`config.mk`:
```
export PLATFORM = sky130hd
export DESIGN_NAME = ubr_uart
export DESIGN_NICKNAME = d
export VERILOG_FILES = /design/src/rtl/ubr_pkg.sv /design/src/rtl/ubr_baud_gen.sv /design/src/rtl/ubr_uart.sv
export SDC_FILE = /design/constraint.sdc
export NUM_CORES = 1
export LEC_CHECK = 0
export BUFFER_PORTS_ARGS = -buffer_cell sky130_fd_sc_hd__buf_2
export CAP_MARGIN = 25
export CORE_MARGIN = 1.5
export CORE_UTILIZATION = 55
export DETAILED_ROUTE_END_ITERATION = 8
export PLACE_DENSITY = 0.88
export SLEW_MARGIN = 20
export SYNTH_ARGS = -nofsm -noshare
export SYNTH_HDL_FRONTEND = slang
export SYNTH_SLANG_ARGS = --single-unit
```
`constraint.sdc`:
```
create_clock -name clk -period 5.18 [get_ports clk]
set_clock_uncertainty 0.05 [all_clocks]
set_input_delay 1.295 -clock clk [delete_from_list [all_inputs] [get_ports clk]]
set_output_delay 1.295 -clock clk [all_outputs]
set_load 0.02 [all_outputs]
```
`src/rtl/ubr_pkg.sv`:
```
/*
  constants and state types for the serial port with break reset and bypass.
  assumes a single 50 MHz system clock with a synchronous active-low reset.
*/
package ubr_pkg;

  // system clock
  localparam int unsigned CLK_HZ = 50_000_000;
  localparam int unsigned CLK_NS = 20;

  // rate = divisor / 0.004096 s, i.e. the rate unit is 4096 us
  localparam int unsigned RATE_UNIT_US = 4096;
  localparam int unsigned OVERSAMPLE = 8;
  localparam int unsigned ACC_MOD = (CLK_HZ / 1_000_000) * RATE_UNIT_US;
  localparam int unsigned ACC_W = 19;
  localparam int unsigned DIV_W = 16;

  // typical divisor settings
  localparam logic [15:0] DIV_115200 = 16'h01D8;
  localparam logic [15:0] DIV_921600 = 16'h0EBF;

  // character format
  localparam int unsigned DATA_W = 8;
  localparam logic [1:0] PAR_NONE = 2'h0;
  localparam logic [1:0] PAR_ODD = 2'h1;
  localparam logic [1:0] PAR_EVEN = 2'h2;
  localparam logic [2:0] OS_HALF = 3'h3;
  localparam logic [2:0] OS_LAST = 3'h7;
  localparam logic [2:0] BIT_LAST = 3'h7;

  // break timeout counted in milliseconds
  localparam int unsigned MS_NS = 1_000_000;
  localparam int unsigned MS_CYCLES = MS_NS / CLK_NS;
  localparam int unsigned MS_W = 17;

  // pin positions inside general purpose pins 7..4
  localparam int unsigned GP_TX = 0;
  localparam int unsigned GP_RX = 1;
  localparam int unsigned GP_RTS = 2;
  localparam int unsigned GP_CTS = 3;

  typedef enum logic [2:0] {
    UBR_RX_IDLE = 3'b000,
    UBR_RX_START = 3'b001,
    UBR_RX_DATA = 3'b010,
    UBR_RX_PAR = 3'b011,
    UBR_RX_STOP = 3'b100
  } ubr_rx_state_t;

  typedef enum logic [2:0] {
    UBR_TX_IDLE = 3'b000,
    UBR_TX_START = 3'b001,
    UBR_TX_DATA = 3'b010,
    UBR_TX_PAR = 3'b011,
    UBR_TX_STOP = 3'b100,
    UBR_TX_BRK = 3'b101
  } ubr_tx_state_t;

endpackage

```
`src/rtl/ubr_baud_gen.sv`:
```
/*
  fractional baud tick generator giving eight ticks per bit.
  assumes the divisor is static while the port is in use.
*/
`timescale 1ns/1ps
module ubr_baud_gen (
  input wire logic clk,
  input wire logic rst_n,
  input wire logic run,
  input wire logic [15:0] divisor,
  output logic os_tick
);

  localparam logic [18:0] MOD = 19'(ubr_pkg::ACC_MOD);

  logic [18:0] acc_r;
  logic [18:0] acc_nxt;
  logic [18:0] step;

  assign step = {divisor, 3'h0};
  assign acc_nxt = acc_r + step;

  // accumulate divisor*8 against the 4096 us unit scaled to the clock
  always_ff @(posedge clk) begin
    if (!rst_n || !run) begin
      acc_r <= 19'h00000;
      os_tick <= 1'b0;
    end else if (acc_nxt >= MOD) begin
      acc_r <= acc_nxt - MOD;
      os_tick <= 1'b1;
    end else begin
      acc_r <= acc_nxt;
      os_tick <= 1'b0;
    end
  end

endmodule

```
`src/rtl/ubr_uart.sv`:
```
/*
  serial port: 8-bit characters, parity, 1/2 stop bits, active-low flow control,
  break-triggered reset request, break transmit and latched bypass to pins 7..4.
  assumes a 50 MHz clock, synchronous reset, pin inputs from outside the clock.
*/
// What this block does
// - optional request/clear-to-send flow control
// - flow control pins are active low
// - 8 data bits, parity, 1/2 stops
// - rates from 1200 baud to 4 Mbaud
// - rate equals divisor over 0.004096
// - standard and nonstandard divisors accepted
// - long receive low requests device reset
// - device can transmit a break
// - pins float while reset is held
// - own port routed by default after reset
// - bypass command routes host to pins 7..4
// - bypass enters deep sleep until reset
// - only reset leaves bypass
`timescale 1ns/1ps
module ubr_uart #(
  parameter int unsigned MS_CYCLES = ubr_pkg::MS_CYCLES
) (
  input wire logic clk,
  input wire logic rst_n,
  input wire logic [15:0] baud_divisor_setting,
  input wire logic [1:0] parity_mode,
  input wire logic two_stop_bits,
  input wire logic flow_ctrl_en,
  input wire logic [15:0] break_reset_timeout_setting,
  input wire logic send_break,
  input wire logic host_control_command_bypass,
  input wire logic [7:0] tx_data,
  input wire logic tx_valid,
  output logic tx_ready,
  output logic [7:0] rx_data,
  output logic rx_valid,
  output logic rx_parity_err,
  output logic rx_frame_err,
  input wire logic rx_ready,
  output logic break_reset_req,
  output logic deep_sleep,
  input wire logic uart_rx_i,
  output logic uart_tx_o,
  output logic uart_tx_oe,
  input wire logic uart_cts_n_i,
  output logic uart_rts_n_o,
  output logic uart_rts_n_oe,
  input wire logic [3:0] general_purpose_pins_i,
  output logic [3:0] general_purpose_pins_o,
  output logic [3:0] general_purpose_pins_oe
);

  localparam logic [16:0] MS_LAST = 17'(MS_CYCLES - 1);

  logic bypass_r;
  logic os_tick;
  logic rx_meta_r;
  logic rx_s_r;
  logic cts_meta_r;
  logic cts_n_s_r;
  ubr_pkg::ubr_rx_state_t rx_st_r;
  logic [2:0] rx_os_r;
  logic [2:0] rx_bit_r;
  logic [7:0] rx_sh_r;
  logic rx_par_r;
  ubr_pkg::ubr_tx_state_t tx_st_r;
  logic [2:0] tx_os_r;
  logic [2:0] tx_bit_r;
  logic [7:0] tx_sh_r;
  logic tx_par_r;
  logic tx_stop2_r;
  logic tx_line_r;
  logic rts_n_r;
  logic [16:0] ms_pre_r;
  logic [15:0] brk_ms_r;
  logic brk_fired_r;
  logic par_on;

  assign par_on = (parity_mode != ubr_pkg::PAR_NONE);

  ubr_baud_gen u_baud (
    .clk(clk),
    .rst_n(rst_n),
    .run(!bypass_r),
    .divisor(baud_divisor_setting),
    .os_tick(os_tick)
  );

  // two-stage synchronisers for the receive and clear-to-send pin inputs
  always_ff @(posedge clk) begin
    if (!rst_n) begin
      rx_meta_r <= 1'b1;
      rx_s_r <= 1'b1;
      cts_meta_r <= 1'b1;
      cts_n_s_r <= 1'b1;
    end else begin
      rx_meta_r <= uart_rx_i;
      rx_s_r <= rx_meta_r;
      cts_meta_r <= uart_cts_n_i;
      cts_n_s_r <= cts_meta_r;
    end
  end

  always_ff @(posedge clk) begin
    if (!rst_n) begin
      bypass_r <= 1'b0;
    end else if (host_control_command_bypass) begin
      bypass_r <= 1'b1;
    end
  end

  assign deep_sleep = bypass_r;

  always_ff @(posedge clk) begin
    if (!rst_n || bypass_r) begin
      rx_st_r <= ubr_pkg::UBR_RX_IDLE;
      rx_os_r <= 3'h0;
      rx_bit_r <= 3'h0;
      rx_sh_r <= 8'h00;
      rx_par_r <= 1'b0;
      rx_data <= 8'h00;
      rx_valid <= 1'b0;
      rx_parity_err <= 1'b0;
      rx_frame_err <= 1'b0;
    end else begin
      rx_valid <= 1'b0;
      if (os_tick) begin
        rx_os_r <= rx_os_r + 3'h1;
        case (rx_st_r)
          ubr_pkg::UBR_RX_IDLE: begin
            rx_os_r <= 3'h0;
            if (!rx_s_r) begin
              rx_st_r <= ubr_pkg::UBR_RX_START;
            end
          end
          ubr_pkg::UBR_RX_START: begin
            if (rx_os_r == ubr_pkg::OS_HALF) begin
              rx_os_r <= 3'h0;
              rx_bit_r <= 3'h0;
              rx_par_r <= 1'b0;
              rx_parity_err <= 1'b0;
              rx_st_r <= rx_s_r ? ubr_pkg::UBR_RX_IDLE : ubr_pkg::UBR_RX_DATA;
            end
          end
          ubr_pkg::UBR_RX_DATA: begin
            if (rx_os_r == ubr_pkg::OS_LAST) begin
              rx_sh_r <= {rx_s_r, rx_sh_r[7:1]};
              rx_par_r <= rx_par_r ^ rx_s_r;
              rx_bit_r <= rx_bit_r + 3'h1;
              if (rx_bit_r == ubr_pkg::BIT_LAST) begin
                rx_st_r <= par_on ? ubr_pkg::UBR_RX_PAR : ubr_pkg::UBR_RX_STOP;
              end
            end
          end
          ubr_pkg::UBR_RX_PAR: begin
            if (rx_os_r == ubr_pkg::OS_LAST) begin
              rx_parity_err <= ((rx_par_r ^ rx_s_r) != (parity_mode == ubr_pkg::PAR_ODD));
              rx_st_r <= ubr_pkg::UBR_RX_STOP;
            end
          end
          ubr_pkg::UBR_RX_STOP: begin
            if (rx_os_r == ubr_pkg::OS_LAST) begin
              rx_data <= rx_sh_r;
              rx_frame_err <= !rx_s_r;
              rx_valid <= 1'b1;
              rx_st_r <= ubr_pkg::UBR_RX_IDLE;
            end
          end
          default: begin
            rx_st_r <= ubr_pkg::UBR_RX_IDLE;
          end
        endcase
      end
    end
  end

  assign tx_ready = (tx_st_r == ubr_pkg::UBR_TX_IDLE) && !send_break && !bypass_r
                    && (!flow_ctrl_en || !cts_n_s_r);

  always_ff @(posedge clk) begin
    if (!rst_n || bypass_r) begin
      tx_st_r <= ubr_pkg::UBR_TX_IDLE;
      tx_os_r <= 3'h0;
      tx_bit_r <= 3'h0;
      tx_sh_r <= 8'h00;
      tx_par_r <= 1'b0;
      tx_stop2_r <= 1'b0;
      tx_line_r <= 1'b1;
    end else if (tx_st_r == ubr_pkg::UBR_TX_IDLE) begin
      tx_os_r <= 3'h0;
      tx_bit_r <= 3'h0;
      if (send_break) begin
        tx_line_r <= 1'b0;
        tx_st_r <= ubr_pkg::UBR_TX_BRK;
      end else if (tx_valid && tx_ready) begin
        tx_sh_r <= tx_data;
        tx_par_r <= (parity_mode == ubr_pkg::PAR_ODD);
        tx_stop2_r <= two_stop_bits;
        tx_line_r <= 1'b0;
        tx_st_r <= ubr_pkg::UBR_TX_START;
      end
    end else if (tx_st_r == ubr_pkg::UBR_TX_BRK) begin
      if (!send_break) begin
        tx_line_r <= 1'b1;
        tx_st_r <= ubr_pkg::UBR_TX_IDLE;
      end
    end else if (os_tick) begin
      tx_os_r <= tx_os_r + 3'h1;
      if (tx_os_r == ubr_pkg::OS_LAST) begin
        case (tx_st_r)
          ubr_pkg::UBR_TX_START: begin
            tx_line_r <= tx_sh_r[0];
            tx_st_r <= ubr_pkg::UBR_TX_DATA;
          end
          ubr_pkg::UBR_TX_DATA: begin
            tx_par_r <= tx_par_r ^ tx_sh_r[0];
            tx_sh_r <= {1'b0, tx_sh_r[7:1]};
            tx_bit_r <= tx_bit_r + 3'h1;
            if (tx_bit_r == ubr_pkg::BIT_LAST) begin
              tx_line_r <= par_on ? (tx_par_r ^ tx_sh_r[0]) : 1'b1;
              tx_st_r <= par_on ? ubr_pkg::UBR_TX_PAR : ubr_pkg::UBR_TX_STOP;
            end else begin
              tx_line_r <= tx_sh_r[1];
            end
          end
          ubr_pkg::UBR_TX_PAR: begin
            tx_line_r <= 1'b1;
            tx_st_r <= ubr_pkg::UBR_TX_STOP;
          end
          ubr_pkg::UBR_TX_STOP: begin
            tx_line_r <= 1'b1;
            if (tx_stop2_r) begin
              tx_stop2_r <= 1'b0;
            end else begin
              tx_st_r <= ubr_pkg::UBR_TX_IDLE;
            end
          end
          default: begin
            tx_line_r <= 1'b1;
            tx_st_r <= ubr_pkg::UBR_TX_IDLE;
          end
        endcase
      end
    end
  end

  always_ff @(posedge clk) begin
    if (!rst_n) begin
      rts_n_r <= 1'b1;
    end else begin
      rts_n_r <= flow_ctrl_en ? !rx_ready : 1'b0;
    end
  end

  always_ff @(posedge clk) begin
    if (!rst_n || rx_s_r || bypass_r) begin
      ms_pre_r <= 17'h00000;
      brk_ms_r <= 16'h0000;
    end else if (ms_pre_r == MS_LAST) begin
      ms_pre_r <= 17'h00000;
      if (brk_ms_r != 16'hFFFF) begin
        brk_ms_r <= brk_ms_r + 16'h0001;
      end
    end else begin
      ms_pre_r <= ms_pre_r + 17'h00001;
    end
  end

  always_ff @(posedge clk) begin
    if (!rst_n || rx_s_r || bypass_r) begin
      brk_fired_r <= 1'b0;
      break_reset_req <= 1'b0;
    end else if (!brk_fired_r && break_reset_timeout_setting != 16'h0000
                 && brk_ms_r > break_reset_timeout_setting) begin
      brk_fired_r <= 1'b1;
      break_reset_req <= 1'b1;
    end else begin
      break_reset_req <= 1'b0;
    end
  end

  assign uart_tx_o = bypass_r ? general_purpose_pins_i[ubr_pkg::GP_RX] : tx_line_r;
  assign uart_rts_n_o = bypass_r ? general_purpose_pins_i[ubr_pkg::GP_CTS] : rts_n_r;
  assign general_purpose_pins_o = {1'b0, uart_cts_n_i, 1'b0, uart_rx_i};

  assign uart_tx_oe = rst_n;
  assign uart_rts_n_oe = rst_n;
  assign general_purpose_pins_oe = {1'b0, bypass_r & rst_n, 1'b0, bypass_r & rst_n};

endmodule

```
==> flow_metrics.py <==
metrics = {
    "outcome": {
        "status": "finished clean",
    },
    "critical_path": {
        "ff2ff_setup_slack_ps": 1180,
        "critical-path-max-stage-delay_ps": 570,
        "crit_chain": "buf_2, ha_1, fa_1, a211oi_1, o211ai_1, nand2_1, a311o_1, ha_1, or4b_2, a21oi_1, and4_1, a41oi_1, o31a_1, o21ai_0, nor3b_1",
        "crit_type": "in2reg",
        "cp_common_cell": "ha_1",
        "cpMaxStageDelayCell": "or4b_2",
        "r2r-end": "u_baud.acc_r[16]$_SDFF_PP0_",
        "critPathLaunchType": "input port",
        "r2r_cells": 14,
        "endpoint_kind": "flop",
        "critPathRequiredTime_ps": 5420,
        "r2r-start": "u_baud.acc_r[3]$_SDFF_PP0_",
        "path_max_fanout": 6,
        "critPathArrivalTime_ps": 4970,
    },
    "timing": {
        "setup_viol": 0,
        "fin_ws_ps": 456,
        "fmax_mhz": 212,
        "finalCriticalPeriod_ps": 4720,
        "rsz0062_at_grt": "no",
        "fin_crit_sh_pct": 91.2,
        "hold_slack_ps": 370,
        "relSlewSlack_pct": 45.4,
        "drv_slew": 0,
        "hold_viol": 0,
        "tightest_slew_ps": 817,
        "setup_tns_ps": 0,
    },
    "yosys": {
        "ys_ff_latch": 107,
        "syn_inst": 691,
        "synth_ff_type": "dfxtp_1",
        "avgSynthCellArea_sq_um": 8.50,
        "async_flop_share_pct": 0,
        "synth_seq_area_share_pct": 36.5,
        "synth_edf_count": 0,
        "synth_cell_types": 58,
        "synth_warnings": 0,
        "netlist_area_sq_mm": 0.00587,
    },
    "clock_network": {
        "cts_tree": "done",
        "path_clk_slew_ps": 100,
        "cts_buffers": 9,
        "clk_latency_ps": 370,
        "htreeDepth": 3,
        "cts_setup_buffers": 0,
        "cts_sinks": 107,
        "cts.hold.buffers_added": 0,
        "cts_resized": 0,
        "clock_path_buffers": 2,
        "clockRootBuffer": "clkbuf_8",
    },
    "placement": {
        "pre_cts_slack_ps": 34.1,
        "dp.cells": 878,
        "dp_hpwl_um": 9440,
        "gp_congestion": 0.885,
        "place.port_buffers": 75,
    },
    "layout": {
        "nets": 855,
        "diodes": 0,
        "syn_to_final_growth_pct": 11.2,
        "final_cells": 894,
        "drive_gt1_share_pct": 14.2,
    },
    "detailed_routing": {
        "detail-route-antenna-nets": 0,
        "drtIter0Drc": 290,
        "via_count": 5118,
        "first_pass_iters": 5,
        "routedWlPerCell_um": 14.0,
        "drc_errors": 0,
        "wl_um": 12600,
        "viasPerCell": 5.72,
    },
    "pwr": {
        "leakagePower_nw": 2.82,
        "ir_drop_mv": 0.286,
        "cellPowerDensity_mw_per_mm2": 362,
    },
    "floorplan": {
        "initial_utilization_pct": 56.9,
        "die_x_um": 106,
        "die_area_sq_mm": 0.0113,
        "coreArea_sq_mm": 0.0103,
        "ios": 82,
        "die_h_um": 106,
        "rows": 37,
    },
    "global_routing": {
        "grt_max_degree": 56,
        "grt_pass1_vias": 5150,
        "grt.total_usage_pct": 23.3,
        "overflow": 0,
        "antenna_found_initial": 0,
        "grt_pass1_wl_um": 21700,
    },
    "run": {
        "cap_violations": 0,
    },
    "min_path": {
        "holdPathStages": 1,
        "hp-start": "rx_meta_r$_SDFF_PN1_",
        "holdCritPathClass": "reg2reg",
        "worstHoldEndpoint": "rx_s_r$_SDFF_PN1_",
    },
}
-- logic make-up after synthesis --
| group | share of synthesized area (%) |
|---|---|
| mux | 5.90 |
| other cells | 0.0638 |
| xor+xnor | 6.86 |
| fa+ha+maj | 9.93 |
| simple gates | 22.2 |
| flops | 36.5 |
| compound gates | 14.1 |
| buf+inv | 4.49 |
-- synth_stat cells (all sizes together), types with 14 or more instances --
library cell,instances,area [sq um]
dfxtp,107,2140
nor2,103,387
ha,45,563
a21oi,44,220
nand2,40,153
o21ai,32,160
inv,30,113
mux2i,29,290
xnor2,26,228
nand3,21,105
xor2,20,175
clkbuf,16,60.1
buf,15,91.3
nor3,15,75.1
nand2b,14,87.6
nand4,14,87.6
-- per-layer routing --
| metal | track usage [%] | up-vias | wire (um) |
|---|---|---|---|
| met5 | 0 | - | 0 |
| met4 | 10.8 | 0 | 369 |
| met3 | 4.84 | 38 | 610 |
| met2 | 41.8 | 150 | 6240 |
| met1 | 26.3 | 2394 | 5340 |
| li1 | - | 2536 | - |
-- per-stage QoR --
step / util, % / total power [W] / cell area (sq um)
4_1_cts: 63.3 / 0.00237 / 6530
5_1_grt: 63.3 / 0.00252 / 6530
3_5_place_dp: 61.1 / 0.00182 / 6310
6_report: 63.3 / 0.00237 / 6530
3_3_place_gp: 61.1 / 0.00177 / 6310
2_1_floorplan: - / 0.00164 / 5890
-- how the worst max path moves through the flow --
stage                                        to                    start  slack, ps  cells after the start
CTS                 u_baud.acc_r[16]$_SDFF_PP0_  baud_divisor_setting[0]        430                     15
detailed placement  u_baud.acc_r[16]$_SDFF_PP0_  baud_divisor_setting[0]         30                     15
global placement    u_baud.acc_r[16]$_SDFF_PP0_  baud_divisor_setting[0]        290                     15
floorplan           u_baud.acc_r[16]$_SDFF_PP0_  baud_divisor_setting[0]        730                     14
global route        u_baud.acc_r[16]$_SDFF_PP0_  baud_divisor_setting[1]        330                     15
finish              u_baud.acc_r[16]$_SDFF_PP0_  baud_divisor_setting[0]        460                     15
-- report_power, final --
group	total [W]	internal, W	switching, W
clock	0.000545	0.000257	0.000288
sequential	0.000955	0.000882	0.0000731
combinational	0.000866	0.000385	0.000480
-- critical path, delay by kind of cell --
family                     cells  cell delay, ps
adders and majority gates      3             830
AOI/OAI and AO/OA              7            1590
and+or+nand+nor                4            1150
buffers and inverters          1             100
-- cells in the final DEF, fill, tap and decap left out, types with 13 or more instances in the layout --
cell | netlist | routed
dfxtp_1 | 107 | 107
nand4_1 | 14 | 14
buf_2 | 1 | 75
nor2_1 | 103 | 103
o21ai_0 | 32 | 32
ha_1 | 45 | 45
xor2_1 | 20 | 20
xnor2_1 | 26 | 26
a21oi_1 | 44 | 44
nor3_1 | 15 | 15
nand2_1 | 39 | 39
nand2b_1 | 14 | 13
mux2i_1 | 29 | 29
inv_1 | 30 | 30
nand3_1 | 21 | 21
-- sequential cells by signal, indices dropped and copies added (netlist names), 8 cells and up --
name / cells
brk_ms_r: 16
ms_pre_r: 17
rx_data: 8
rx_sh_r: 8
tx_sh_r: 8
u_baud.acc_r: 16
-- final cells by class --
class	count	area, sq um
Tap cell	136	170
Clock inverter	5	67.6
Inverter	30	113
Sequential cell	107	2140
Fill cell	860	3790
Timing Repair Buffer	79	405
Clock buffer	11	151
Multi-Input combinational cell	526	3480
No activity file was read; power rests on OpenSTA's default activity.
